**src/pin_mux_pkg.sv**
```systemverilog
// package for the pin function select block: register map, field layout,
// reset values and the packed carriers shared by the design files.
// assumes an axi4-lite master with 32-bit data on the peripheral clock.
package pin_mux_pkg;

  // ----------------------------------------------------------------
  // register map
  // ----------------------------------------------------------------
  localparam logic [7:0] ADDR_CS_ROUTE = 8'h00;
  localparam logic [7:0] ADDR_PORT_CTRL = 8'h04;
  localparam logic [7:0] ADDR_PIN_STATUS = 8'h08;

  localparam logic [7:0] CS_ROUTE_RESET = 8'h00;
  localparam logic [7:0] PORT_CTRL_RESET = 8'h00;

  // chip_select_pin_route fields (hi bit, lo bit of each route pair)
  localparam int CS7_ROUTE_HI_POS = 7;
  localparam int CS7_ROUTE_LO_POS = 6;
  localparam int CS6_ROUTE_HI_POS = 5;
  localparam int CS6_ROUTE_LO_POS = 4;
  localparam int CS5_ROUTE_HI_POS = 3;
  localparam int CS5_ROUTE_LO_POS = 2;
  localparam int CS4_ROUTE_HI_POS = 1;
  localparam int CS4_ROUTE_LO_POS = 0;

  // port control fields
  localparam int PORT24_DIR_POS = 0;
  localparam int PORT23_DIR_POS = 1;
  localparam int PORTA7_DIR_POS = 2;

  // route codes
  localparam logic [1:0] ROUTE_A = 2'h0;
  localparam logic [1:0] ROUTE_B = 2'h1;
  localparam logic [1:0] ROUTE_C = 2'h2;
  localparam logic [1:0] ROUTE_D = 2'h3;
  localparam logic [1:0] CKE_INT_OUT = 2'h1;

  localparam logic [1:0] AXI_OKAY = 2'h0;
  localparam logic [1:0] AXI_SLVERR = 2'h2;

  // ----------------------------------------------------------------
  // carriers
  // ----------------------------------------------------------------
  typedef struct packed {
    logic timer4_io_b_oe;
    logic timer4_io_b;
    logic serial_clock_ch1_oe;
    logic serial_clock_ch1;
    logic pulse_out_4_oe;
    logic pulse_out_4;
    logic timer3_io_d_oe;
    logic timer3_io_d;
    logic pulse_out_3_oe;
    logic pulse_out_3;
    logic port24_out;
    logic port23_out;
  } port2_src_t;

  typedef struct packed {
    logic clock_out_select;
    logic bus_clock;
    logic bus_release_enable;
    logic bus_request_out_en;
    logic bus_request_out;
    logic high_write_strobe_en;
    logic rw_direction_out_en;
    logic [7:0] byte_control_mem_sel;
    logic [7:3] addr_data_mux_en;
    logic upper_byte_strobe;
    logic rw_direction;
    logic addr_hold_strobe;
    logic porta7_out;
  } bus_ctl_t;

  typedef struct packed {
    logic chip_sel7_out_en;
    logic chip_sel6_out_en;
    logic chip_sel5_out_en;
    logic chip_sel4_out_en;
    logic [7:4] chip_sel;
  } cs_src_t;

  typedef struct packed {
    logic [1:0] tmr2_compare_out_sel_hi;
    logic [1:0] tmr2_compare_out_sel_lo;
    logic [1:0] tmr3_compare_out_sel_hi;
    logic [1:0] tmr3_compare_out_sel_lo;
    logic tmr2_out;
    logic tmr3_out;
    logic [1:0] dma_ch2_pin_route;
    logic [1:0] dma_ch3_pin_route;
    logic [3:2] dma_single_addr_mode;
    logic [3:2] dma_ack_out_en;
    logic dma_ack_ch2;
    logic dma_ack_ch3;
    logic smart_card_iface;
    logic smartcard_gsm_clock_mode;
    logic tx_on;
    logic rx_on;
    logic [1:0] clock_en_code;
    logic serial_clock_ch4;
  } p6_src_t;

  typedef struct packed {
    logic oe;
    logic out;
  } pin_drv_t;

endpackage

```
**src/cs_router.sv**
```systemverilog
// routes chip selects 4..7 onto port b / port f pins by route codes.
// assumes route register and enables come from the same clock domain.
`timescale 1ns/100ps

module cs_router (
  // configuration
  input wire logic [7:0] i_route,
  input wire pin_mux_pkg::cs_src_t i_cs,
  // pin drives: port b 3..0, port f 7..5
  output pin_mux_pkg::pin_drv_t o_pb [3:0],
  output pin_mux_pkg::pin_drv_t o_pf [7:5]
);
  import pin_mux_pkg::*;

  logic [1:0] r7;
  logic [1:0] r6;
  logic [1:0] r5;
  logic [1:0] r4;
  assign r7 = {i_route[CS7_ROUTE_HI_POS], i_route[CS7_ROUTE_LO_POS]};
  assign r6 = {i_route[CS6_ROUTE_HI_POS], i_route[CS6_ROUTE_LO_POS]};
  assign r5 = {i_route[CS5_ROUTE_HI_POS], i_route[CS5_ROUTE_LO_POS]};
  assign r4 = {i_route[CS4_ROUTE_HI_POS], i_route[CS4_ROUTE_LO_POS]};

  function automatic logic sel(input logic en, input logic [1:0] r,
                               input logic [1:0] code);
    sel = en && (r == code);
  endfunction

  // lower-numbered chip select wins a shared pin; assignments run
  // from cs7 down so the later, lower-numbered one overrides
  always_comb begin
    for (int i = 0; i < 4; i++) begin
      o_pb[i] = '0;
    end
    for (int i = 5; i < 8; i++) begin
      o_pf[i] = '0;
    end
    if (sel(i_cs.chip_sel7_out_en, r7, ROUTE_A)) begin // RULE4
      o_pb[3] = '{1'b1, i_cs.chip_sel[7]};
    end
    if (sel(i_cs.chip_sel7_out_en, r7, ROUTE_B)) begin // RULE4
      o_pb[1] = '{1'b1, i_cs.chip_sel[7]};
    end
    if (sel(i_cs.chip_sel7_out_en, r7, ROUTE_C)) begin // RULE4
      o_pf[7] = '{1'b1, i_cs.chip_sel[7]};
    end
    if (sel(i_cs.chip_sel6_out_en, r6, ROUTE_A)) begin // RULE5
      o_pb[2] = '{1'b1, i_cs.chip_sel[6]};
    end
    if (sel(i_cs.chip_sel6_out_en, r6, ROUTE_B)) begin // RULE5 RULE17
      o_pb[1] = '{1'b1, i_cs.chip_sel[6]};
    end
    if (sel(i_cs.chip_sel6_out_en, r6, ROUTE_C)) begin // RULE5 RULE17
      o_pf[7] = '{1'b1, i_cs.chip_sel[6]};
    end
    if (sel(i_cs.chip_sel6_out_en, r6, ROUTE_D)) begin // RULE5
      o_pf[6] = '{1'b1, i_cs.chip_sel[6]};
    end
    if (sel(i_cs.chip_sel5_out_en, r5, ROUTE_A)) begin // RULE6 RULE17
      o_pb[1] = '{1'b1, i_cs.chip_sel[5]};
    end
    if (sel(i_cs.chip_sel5_out_en, r5, ROUTE_B)) begin // RULE6
      o_pb[0] = '{1'b1, i_cs.chip_sel[5]};
    end
    if (sel(i_cs.chip_sel5_out_en, r5, ROUTE_C)) begin // RULE6 RULE17
      o_pf[7] = '{1'b1, i_cs.chip_sel[5]};
    end
    if (sel(i_cs.chip_sel5_out_en, r5, ROUTE_D)) begin // RULE6
      o_pf[5] = '{1'b1, i_cs.chip_sel[5]};
    end
    if (sel(i_cs.chip_sel4_out_en, r4, ROUTE_A)) begin // RULE7 RULE17
      o_pb[0] = '{1'b1, i_cs.chip_sel[4]};
    end
  end

endmodule

```
**src/port6_mux.sv**
```systemverilog
// port 6 output selection: timer compare outputs, dma acknowledges and
// the channel 4 serial clock. purely combinational.
`timescale 1ns/100ps

module port6_mux (
  // peripheral state
  input wire pin_mux_pkg::p6_src_t i_src,
  // pin drives for port 6 bits 5, 2 (tmr/dack) and the serial clock
  output pin_mux_pkg::pin_drv_t o_p65,
  output pin_mux_pkg::pin_drv_t o_p62
);
  import pin_mux_pkg::*;

  function automatic logic cmp_on(input logic [1:0] hi, input logic [1:0] lo);
    cmp_on = (hi != 2'h0) || (lo != 2'h0);
  endfunction

  function automatic logic dack_on(input logic [1:0] route,
                                   input logic single, input logic en);
    dack_on = (route == ROUTE_B) && single && en;
  endfunction

  logic tmo3_oe;
  logic tmo2_oe;
  logic dma_ack_ch3_oe;
  logic dack2_oe;
  logic serial_clock_ch4_oe;

  assign tmo3_oe = cmp_on(i_src.tmr3_compare_out_sel_hi,
                          i_src.tmr3_compare_out_sel_lo); // RULE12
  assign tmo2_oe = cmp_on(i_src.tmr2_compare_out_sel_hi,
                          i_src.tmr2_compare_out_sel_lo); // RULE12
  assign dma_ack_ch3_oe = dack_on(i_src.dma_ch3_pin_route,
                            i_src.dma_single_addr_mode[3],
                            i_src.dma_ack_out_en[3]); // RULE13
  assign dack2_oe = dack_on(i_src.dma_ch2_pin_route,
                            i_src.dma_single_addr_mode[2],
                            i_src.dma_ack_out_en[2]); // RULE13
  // only the smart-card case drives the clock here
  assign serial_clock_ch4_oe = i_src.smart_card_iface &&
    (i_src.smartcard_gsm_clock_mode ||
     ((i_src.tx_on || i_src.rx_on) &&
      (i_src.clock_en_code == CKE_INT_OUT))); // RULE15

  // dma acknowledge ahead of timer output, then serial clock
  always_comb begin
    o_p65 = '0;
    o_p62 = '0;
    if (dma_ack_ch3_oe) begin
      o_p65 = '{1'b1, i_src.dma_ack_ch3};
    end else if (tmo3_oe) begin
      o_p65 = '{1'b1, i_src.tmr3_out};
    end
    if (dack2_oe) begin
      o_p62 = '{1'b1, i_src.dma_ack_ch2};
    end else if (tmo2_oe) begin
      o_p62 = '{1'b1, i_src.tmr2_out};
    end else if (serial_clock_ch4_oe) begin
      o_p62 = '{1'b1, i_src.serial_clock_ch4};
    end
  end

endmodule

```
**src/pin_function_select_mux.sv**
```systemverilog
// top of the pin function select block: axi4-lite register slave,
// port 2 / port a selection, and registered pin drives.
// assumes peripherals and software bits share the 10 mhz clock.
`timescale 1ns/100ps

// Functional notes
// RULE1 - pin p24: timer4 b, else serial clock 1, else pulse out 4
// RULE2 - p24 with no peripheral: port output if direction 1, else input
// RULE3 - p23: timer3 d, else pulse out 3, else port or input
// RULE4 - cs7 route 00 pb3, 01 pb1, 10 pf7; 11 prohibited
// RULE5 - cs6 route 00 pb2, 01 pb1, 10 pf7, 11 pf6
// RULE6 - cs5 route 00 pb1, 01 pb0, 10 pf7, 11 pf5
// RULE7 - cs4 drives pb0 only with route 00 and enable set
// RULE8 - bus clock on pa7 when direction 1 and clock select 0
// RULE9 - bus request on pa0 when release and request enables set
// RULE10 - upper byte strobe on pa4 with high-write enable or byte control
// RULE11 - read/write line on pa1 with its enable or byte control
// RULE12 - timer compare out driven when any select field nonzero
// RULE13 - dma ack 2/3 with route 01, single address, ack enabled
// RULE14 - address hold strobe on pa6 when any area 3..7 multiplexed
// RULE15 - smart card: channel 4 clock per tx/rx, cke 01, or gsm mode
// RULE16 - pin enables follow configuration within one clock
// RULE17 - shared chip select pin goes to the lower-numbered select
module pin_function_select_mux (
  // clock and reset
  input wire logic i_clk,
  input wire logic i_nrst,
  // axi4-lite write address / data / response
  input wire logic [7:0] i_awaddr,
  input wire logic i_awvalid,
  output logic o_awready,
  input wire logic [31:0] i_wdata,
  input wire logic [3:0] i_wstrb,
  input wire logic i_wvalid,
  output logic o_wready,
  output logic [1:0] o_bresp,
  output logic o_bvalid,
  input wire logic i_bready,
  // axi4-lite read
  input wire logic [7:0] i_araddr,
  input wire logic i_arvalid,
  output logic o_arready,
  output logic [31:0] o_rdata,
  output logic [1:0] o_rresp,
  output logic o_rvalid,
  input wire logic i_rready,
  // peripheral sources
  input wire pin_mux_pkg::port2_src_t i_p2,
  input wire pin_mux_pkg::bus_ctl_t i_bus,
  input wire pin_mux_pkg::cs_src_t i_cs,
  input wire pin_mux_pkg::p6_src_t i_p6,
  // pin drives
  output pin_mux_pkg::pin_drv_t o_p24,
  output pin_mux_pkg::pin_drv_t o_p23,
  output pin_mux_pkg::pin_drv_t o_pa7,
  output pin_mux_pkg::pin_drv_t o_pa6,
  output pin_mux_pkg::pin_drv_t o_pa4,
  output pin_mux_pkg::pin_drv_t o_pa1,
  output pin_mux_pkg::pin_drv_t o_pa0,
  output pin_mux_pkg::pin_drv_t o_pb [3:0],
  output pin_mux_pkg::pin_drv_t o_pf [7:5],
  output pin_mux_pkg::pin_drv_t o_p65,
  output pin_mux_pkg::pin_drv_t o_p62
);
  import pin_mux_pkg::*;

  // ----------------------------------------------------------------
  // registers
  // ----------------------------------------------------------------
  logic [7:0] cs_route_r;
  logic [7:0] port_ctrl_r;
  logic aw_held_r;
  logic w_held_r;
  logic [7:0] awaddr_r;
  logic [31:0] wdata_r;
  logic [3:0] wstrb_r;

  logic do_write;
  assign do_write = aw_held_r && w_held_r && !o_bvalid;

  // each channel taken once, response after both
  always_ff @(posedge i_clk or negedge i_nrst) begin
    if (!i_nrst) begin
      aw_held_r <= 1'b0;
      awaddr_r <= 8'h00;
    end else if (i_awvalid && o_awready) begin
      aw_held_r <= 1'b1;
      awaddr_r <= i_awaddr;
    end else if (do_write) begin
      aw_held_r <= 1'b0;
    end
  end

  always_ff @(posedge i_clk or negedge i_nrst) begin
    if (!i_nrst) begin
      w_held_r <= 1'b0;
      wdata_r <= 32'h0000_0000;
      wstrb_r <= 4'h0;
    end else if (i_wvalid && o_wready) begin
      w_held_r <= 1'b1;
      wdata_r <= i_wdata;
      wstrb_r <= i_wstrb;
    end else if (do_write) begin
      w_held_r <= 1'b0;
    end
  end

  always_ff @(posedge i_clk or negedge i_nrst) begin
    if (!i_nrst) begin
      o_awready <= 1'b1;
      o_wready <= 1'b1;
    end else begin
      o_awready <= !(aw_held_r || (i_awvalid && o_awready)) ||
                   (do_write && !(i_awvalid && o_awready));
      o_wready <= !(w_held_r || (i_wvalid && o_wready)) ||
                  (do_write && !(i_wvalid && o_wready));
    end
  end

  // register writes; only byte lane 0 carries data
  always_ff @(posedge i_clk or negedge i_nrst) begin
    if (!i_nrst) begin
      cs_route_r <= CS_ROUTE_RESET;
      port_ctrl_r <= PORT_CTRL_RESET;
    end else if (do_write && wstrb_r[0]) begin
      if (awaddr_r == ADDR_CS_ROUTE) begin
        cs_route_r <= wdata_r[7:0];
      end else if (awaddr_r == ADDR_PORT_CTRL) begin
        port_ctrl_r <= {5'h00, wdata_r[2:0]};
      end
    end
  end

  always_ff @(posedge i_clk or negedge i_nrst) begin
    if (!i_nrst) begin
      o_bvalid <= 1'b0;
      o_bresp <= AXI_OKAY;
    end else if (do_write) begin
      o_bvalid <= 1'b1;
      if (awaddr_r == ADDR_CS_ROUTE || awaddr_r == ADDR_PORT_CTRL) begin
        o_bresp <= AXI_OKAY;
      end else begin
        o_bresp <= AXI_SLVERR;
      end
    end else if (i_bready) begin
      o_bvalid <= 1'b0;
    end
  end

  // ----------------------------------------------------------------
  // read channel
  // ----------------------------------------------------------------
  logic [31:0] pin_status;

  always_ff @(posedge i_clk or negedge i_nrst) begin
    if (!i_nrst) begin
      o_arready <= 1'b1;
      o_rvalid <= 1'b0;
      o_rdata <= 32'h0000_0000;
      o_rresp <= AXI_OKAY;
    end else if (i_arvalid && o_arready) begin
      o_arready <= 1'b0;
      o_rvalid <= 1'b1;
      o_rresp <= AXI_OKAY;
      if (i_araddr == ADDR_CS_ROUTE) begin
        o_rdata <= {24'h000000, cs_route_r};
      end else if (i_araddr == ADDR_PORT_CTRL) begin
        o_rdata <= {24'h000000, port_ctrl_r};
      end else if (i_araddr == ADDR_PIN_STATUS) begin
        o_rdata <= pin_status;
      end else begin
        o_rdata <= 32'h0000_0000;
        o_rresp <= AXI_SLVERR;
      end
    end else if (o_rvalid && i_rready) begin
      o_rvalid <= 1'b0;
      o_arready <= 1'b1;
    end
  end

  // ----------------------------------------------------------------
  // pin selection
  // ----------------------------------------------------------------
  pin_drv_t p24_nxt;
  pin_drv_t p23_nxt;
  pin_drv_t pa7_nxt;
  pin_drv_t pa6_nxt;
  pin_drv_t pa4_nxt;
  pin_drv_t pa1_nxt;
  pin_drv_t pa0_nxt;
  pin_drv_t pb_nxt [3:0];
  pin_drv_t pf_nxt [7:5];
  pin_drv_t p65_nxt;
  pin_drv_t p62_nxt;
  logic byte_ctl;

  assign byte_ctl = |i_bus.byte_control_mem_sel;

  always_comb begin
    p24_nxt = '0;
    if (i_p2.timer4_io_b_oe) begin // RULE1
      p24_nxt = '{1'b1, i_p2.timer4_io_b};
    end else if (i_p2.serial_clock_ch1_oe) begin // RULE1
      p24_nxt = '{1'b1, i_p2.serial_clock_ch1};
    end else if (i_p2.pulse_out_4_oe) begin // RULE1
      p24_nxt = '{1'b1, i_p2.pulse_out_4};
    end else if (port_ctrl_r[PORT24_DIR_POS]) begin // RULE2
      p24_nxt = '{1'b1, i_p2.port24_out};
    end
  end

  always_comb begin
    p23_nxt = '0;
    if (i_p2.timer3_io_d_oe) begin // RULE3
      p23_nxt = '{1'b1, i_p2.timer3_io_d};
    end else if (i_p2.pulse_out_3_oe) begin // RULE3
      p23_nxt = '{1'b1, i_p2.pulse_out_3};
    end else if (port_ctrl_r[PORT23_DIR_POS]) begin // RULE3
      p23_nxt = '{1'b1, i_p2.port23_out};
    end
  end

  always_comb begin
    pa7_nxt = '0;
    pa6_nxt = '0;
    pa4_nxt = '0;
    pa1_nxt = '0;
    pa0_nxt = '0;
    if (port_ctrl_r[PORTA7_DIR_POS]) begin
      if (!i_bus.clock_out_select) begin // RULE8
        pa7_nxt = '{1'b1, i_bus.bus_clock};
      end else begin
        pa7_nxt = '{1'b1, i_bus.porta7_out};
      end
    end
    if (|i_bus.addr_data_mux_en) begin // RULE14
      pa6_nxt = '{1'b1, i_bus.addr_hold_strobe};
    end
    if (i_bus.high_write_strobe_en || byte_ctl) begin // RULE10
      pa4_nxt = '{1'b1, i_bus.upper_byte_strobe};
    end
    if (i_bus.rw_direction_out_en || byte_ctl) begin // RULE11
      pa1_nxt = '{1'b1, i_bus.rw_direction};
    end
    if (i_bus.bus_release_enable && i_bus.bus_request_out_en) begin // RULE9
      pa0_nxt = '{1'b1, i_bus.bus_request_out};
    end
  end

  cs_router u_cs (
    .i_route(cs_route_r),
    .i_cs(i_cs),
    .o_pb(pb_nxt),
    .o_pf(pf_nxt)
  );

  port6_mux u_p6 (
    .i_src(i_p6),
    .o_p65(p65_nxt),
    .o_p62(p62_nxt)
  );

  // ----------------------------------------------------------------
  // output flops: one clock from configuration to pin
  // ----------------------------------------------------------------
  always_ff @(posedge i_clk or negedge i_nrst) begin
    if (!i_nrst) begin
      o_p24 <= '0;
      o_p23 <= '0;
      o_pa7 <= '0;
      o_pa6 <= '0;
      o_pa4 <= '0;
      o_pa1 <= '0;
      o_pa0 <= '0;
      o_p65 <= '0;
      o_p62 <= '0;
      for (int i = 0; i < 4; i++) begin
        o_pb[i] <= '0;
      end
      for (int i = 5; i < 8; i++) begin
        o_pf[i] <= '0;
      end
    end else begin
      o_p24 <= p24_nxt; // RULE16
      o_p23 <= p23_nxt;
      o_pa7 <= pa7_nxt;
      o_pa6 <= pa6_nxt;
      o_pa4 <= pa4_nxt;
      o_pa1 <= pa1_nxt;
      o_pa0 <= pa0_nxt;
      o_p65 <= p65_nxt;
      o_p62 <= p62_nxt;
      for (int i = 0; i < 4; i++) begin
        o_pb[i] <= pb_nxt[i];
      end
      for (int i = 5; i < 8; i++) begin
        o_pf[i] <= pf_nxt[i];
      end
    end
  end

  // status: which monitored pins are currently driven
  assign pin_status = {21'h000000, o_p62.oe, o_p65.oe, o_pa0.oe,
                       o_pa1.oe, o_pa4.oe, o_pa6.oe, o_pa7.oe,
                       o_p23.oe, o_p24.oe, 2'h0};

  // ----------------------------------------------------------------
  // checks
  // ----------------------------------------------------------------
  p24_timer_a: assert property (@(posedge i_clk) disable iff (!i_nrst)
    i_p2.timer4_io_b_oe |=> o_p24.oe && o_p24.out == $past(i_p2.timer4_io_b))
    else $error("p24 not timer b"); // RULE1
  p24_input_a: assert property (@(posedge i_clk) disable iff (!i_nrst)
    !i_p2.timer4_io_b_oe && !i_p2.serial_clock_ch1_oe && !i_p2.pulse_out_4_oe
    && !port_ctrl_r[PORT24_DIR_POS] |=> !o_p24.oe)
    else $error("p24 driven as input"); // RULE2
  p23_pulse_a: assert property (@(posedge i_clk) disable iff (!i_nrst)
    !i_p2.timer3_io_d_oe && i_p2.pulse_out_3_oe |=>
    o_p23.oe && o_p23.out == $past(i_p2.pulse_out_3))
    else $error("p23 not pulse out"); // RULE3
  cs7_route_a: assert property (@(posedge i_clk) disable iff (!i_nrst)
    i_cs.chip_sel7_out_en && cs_route_r[7:6] == ROUTE_A |=> o_pb[3].oe)
    else $error("cs7 not on pb3"); // RULE4
  cs4_gate_a: assert property (@(posedge i_clk) disable iff (!i_nrst)
    !(i_cs.chip_sel4_out_en && cs_route_r[1:0] == ROUTE_A) &&
    !(i_cs.chip_sel5_out_en && cs_route_r[3:2] == ROUTE_B) |=> !o_pb[0].oe)
    else $error("pb0 driven without owner"); // RULE7
  clk_out_a: assert property (@(posedge i_clk) disable iff (!i_nrst)
    port_ctrl_r[PORTA7_DIR_POS] && !i_bus.clock_out_select |=>
    o_pa7.oe && o_pa7.out == $past(i_bus.bus_clock))
    else $error("bus clock missing"); // RULE8
  breq_out_a: assert property (@(posedge i_clk) disable iff (!i_nrst)
    o_pa0.oe |-> $past(i_bus.bus_release_enable && i_bus.bus_request_out_en))
    else $error("bus request wrongly driven"); // RULE9
  ahold_out_a: assert property (@(posedge i_clk) disable iff (!i_nrst)
    o_pa6.oe == $past(|i_bus.addr_data_mux_en))
    else $error("addr hold enable wrong"); // RULE14

endmodule

```
**config.mk**
```make
export PLATFORM = sky130hd
export DESIGN_NAME = pin_function_select_mux
export DESIGN_NICKNAME = d
export VERILOG_FILES = /design/src/pin_mux_pkg.sv /design/src/cs_router.sv /design/src/port6_mux.sv /design/src/pin_function_select_mux.sv
export SDC_FILE = /design/constraint.sdc
export NUM_CORES = 1
export LEC_CHECK = 0
export BUFFER_PORTS_ARGS = -buffer_cell sky130_fd_sc_hd__clkbuf_2
export CORE_AREA = 3 3 93 95
export DETAILED_ROUTE_END_ITERATION = 8
export DIE_AREA = 0 0 96 98
export PLACE_DENSITY_LB_ADDON = 0.25
export SYNTH_ARGS = -nofsm -noshare
export SYNTH_HDL_FRONTEND = slang
export SYNTH_SLANG_ARGS = --single-unit
```
**constraint.sdc**
```tcl
create_clock -name i_clk -period 2.5 [get_ports i_clk]
set_clock_uncertainty 0.15 [all_clocks]
set_input_delay 0.5 -clock i_clk [delete_from_list [all_inputs] [get_ports i_clk]]
set_output_delay 0.5 -clock i_clk [all_outputs]
set_load 0.05 [all_outputs]
```
==> results.yml <==
clocking:
  clockRootBuffer: "clkbuf_8"
  cts-resized-gates: 0
  cts_made_buffers: 9
  cts_tree: "done"
  clock_path_buffers: 2
  cts_max_level: 3
  cts.sinks: 80
  clk_pin_slew_ns: 0.08
  clk_latency_ns: 0.34
  post-cts-setup-buffers: 0
global_route:
  gr-total-overflow: 0
  grtUsageTotal: 0.160
  grt_max_degree: 43
  grt_pass1_vias: 2431
  antenna_found_initial: 0
  grt_pass1_wl_um: 11600
timing:
  worst_pin_slew_ns: 0.674
  period_share: 0.884
  rsz0062_at_grt: "no"
  fmax_ghz: 0.453
  drv_slew: 0
  fin_crit_ns: 2.21
  maxSlewHeadroom: 0.549
  hold_viol_final: 0
  setup_viol: 0
  setup_tns_ns: 0
floorplan:
  io_pins: 203
  fp-row-count: 32
  start_util: 0.435
  coreArea_um2: 7810
  fp.dieArea_um2: 9410
  die_h_um: 98
  die_x_um: 96
synth:
  yosys-top-cells-area: "dfrtp_1, mux2_2, buf_4"
  synth-xor-area-share: 0
  synth_top_area_frac: 0.568
  synth_area_leader_cell: "dfrtp_1"
  ys_seq_area_frac: 0.591
  synthTopCellsByCount: "dfrtp_1, nand2_1, mux2_2"
  async_reset_ff_frac: 1.00
  yosys_warnings: 0
  synthSimpleGateAreaFrac: 0.151
  synthFlopType: "dfrtp_1"
  ys_types: 38
  synthMuxAreaShare: 0.132
  yosys.area_share.adder: 0
  synth.avg_cell_area_um2: 12.0
  synth_compound_area_frac: 0.0590
  synth-edff-count: 0
  synth_area_um2: 3390
  ys_ff_latch: 80
  synth_top_family_by_area: "simple AND/OR/NAND/NOR gates"
  synth.most_common_cell: "dfrtp_1"
  postSynthCellCount: 282
drt:
  viasPerCell: 4.66
  routed_wirelength_um: 7480
  via_count: 2558
  drt_iter0_markers: 58
  first_pass_iters: 4
  ant_nets: 0
  post-route-drc-count: 0
  avgRoutedWirePerCell_um: 13.6
status:
  status: "finished clean"
power:
  p_leak_uw: 0.00231
  ir_drop_mv: 0.763
  powerDensity_nw_per_um2: 825
final_layout:
  area_delta_synth_final_pct: 29.5
  layout-drive-gt1-share: 0.463
  num_antenna_cells: 0
  post-route-util: 0.563
  nets: 572
worst_setup_path:
  crit_arrival_ns: 2.29
  crit_required_ns: 2.58
  critPathMaxFanout: 8
  cp-start-kind: "register"
  setup.worst_path.class: "register to register"
  end_kind: "register"
place:
  dp_hpwl_um: 6040
  port_buffers: 152
  routabilityCongestion: 0.766
flow_run:
  drv_cap: 0
min_path:
  min_path_type: "input port to register"
cells in the final DEF, fill, tap and decap left out, drive strengths merged, types with 3 or more instances in the layout:
cell	instances
nor4	5
clkbuf	160
mux2i	12
a21oi	5
inv	10
conb	23
nor3b	3
or3	4
o31ai	6
nor3	3
nand3	6
nor2	12
and2	8
clkinv	5
dfstp	3
o21ai	12
nand3b	6
and3	3
nand2	28
nand2b	4
mux2	28
dfrtp	77
cell families after synthesis:
family	after synthesis
flip-flops	80
buffers and inverters	37
AND/OR/NAND/NOR	92
AO/OA/AOI/OAI	32
multiplexers	40
other	1
metal layers:
| metal | share of wire | vias up | track usage |
|---|---|---|---|
| met5 | 0 | - | 0 |
| met4 | 0.014 | 0 | 0.0613 |
| met3 | 0.093 | 9 | 0.0447 |
| met2 | 0.47 | 114 | 0.250 |
| met1 | 0.42 | 1179 | 0.210 |
| li1 | - | 1256 | - |
final cells by class:
type                    count  area (um^2)
flip-flops and latches     80         2010
multi-input cells         187         1250
clock inverters             7         62.6
repair buffers            154          793
clock buffers               9          124
fillers                   709         3410
inverters                  10         37.5
well taps                 102          128
power breakdown:
group | switching [uW] | internal (uW) | leakage (uW)
sequential | 156 | 1570 | 0.000994
clock | 444 | 452 | 0.0000985
combinational | 649 | 356 | 0.00122
total | 1250 | 2380 | 0.00231
through the flow:
step | setup WS, ns | std cells | power, uW | hold slack (ns) | cell area, um^2
after global routing | 0.204 | 549 | 3840 | 0.178 | 4400
after floorplan | 0.338 | 304 | 2500 | 0.0544 | 3480
final | 0.290 | 549 | 3630 | 0.198 | 4400
after CTS | 0.282 | 549 | 3670 | 0.185 | 4400
after detailed placement | 0.297 | 532 | 2770 | 0.293 | 4200
after global placement | 0.320 | 532 | 2740 | 0.284 | 4200
worst max-delay path: stages, from the launching register on:
cell and delay, ns:
dfrtp_1 0.38, or3_4 0.39, or3_4 0.39, nor3_4 0.40
mux2_2 0.39
sequential cells by signal (all words and copies together), names as in the netlist, 2 cells and up:
name	flops
o_pf	6
awaddr_r	8
o_pb	8
o_pa4	2
o_pa6	2
o_pa1	2
cs_route_r	8
o_p23	2
o_p65	2
wdata_r	8
o_pa0	2
o_p62	2
o_pa7	2
port_ctrl_r	3
o_p24	2
o_rdata	11
path summary, 6_finish.rpt:
path | end | slack, ns | start | cells past startpoint
max | cs_route_r[6] | 0.29 | awaddr_r[1] | 4
max in group asynchronous | o_awready | 1.03 | i_nrst | 3
min in group asynchronous | o_pb[4] | 0.52 | i_nrst | 2
max reg2reg | cs_route_r[6] | 0.29 | awaddr_r[1] | 4
min | o_bvalid | 0.20 | i_bready | 2
min reg2reg | o_pa7[1] | 0.31 | port_ctrl_r[2] | 0
repair_timing:
item                                   in CTS  in global routing
endpoints found under the hold margin      37                  0
hold buffers                                1                  0
setup endpoints to repair                   0                  0
(Power assumes the default switching activity.)
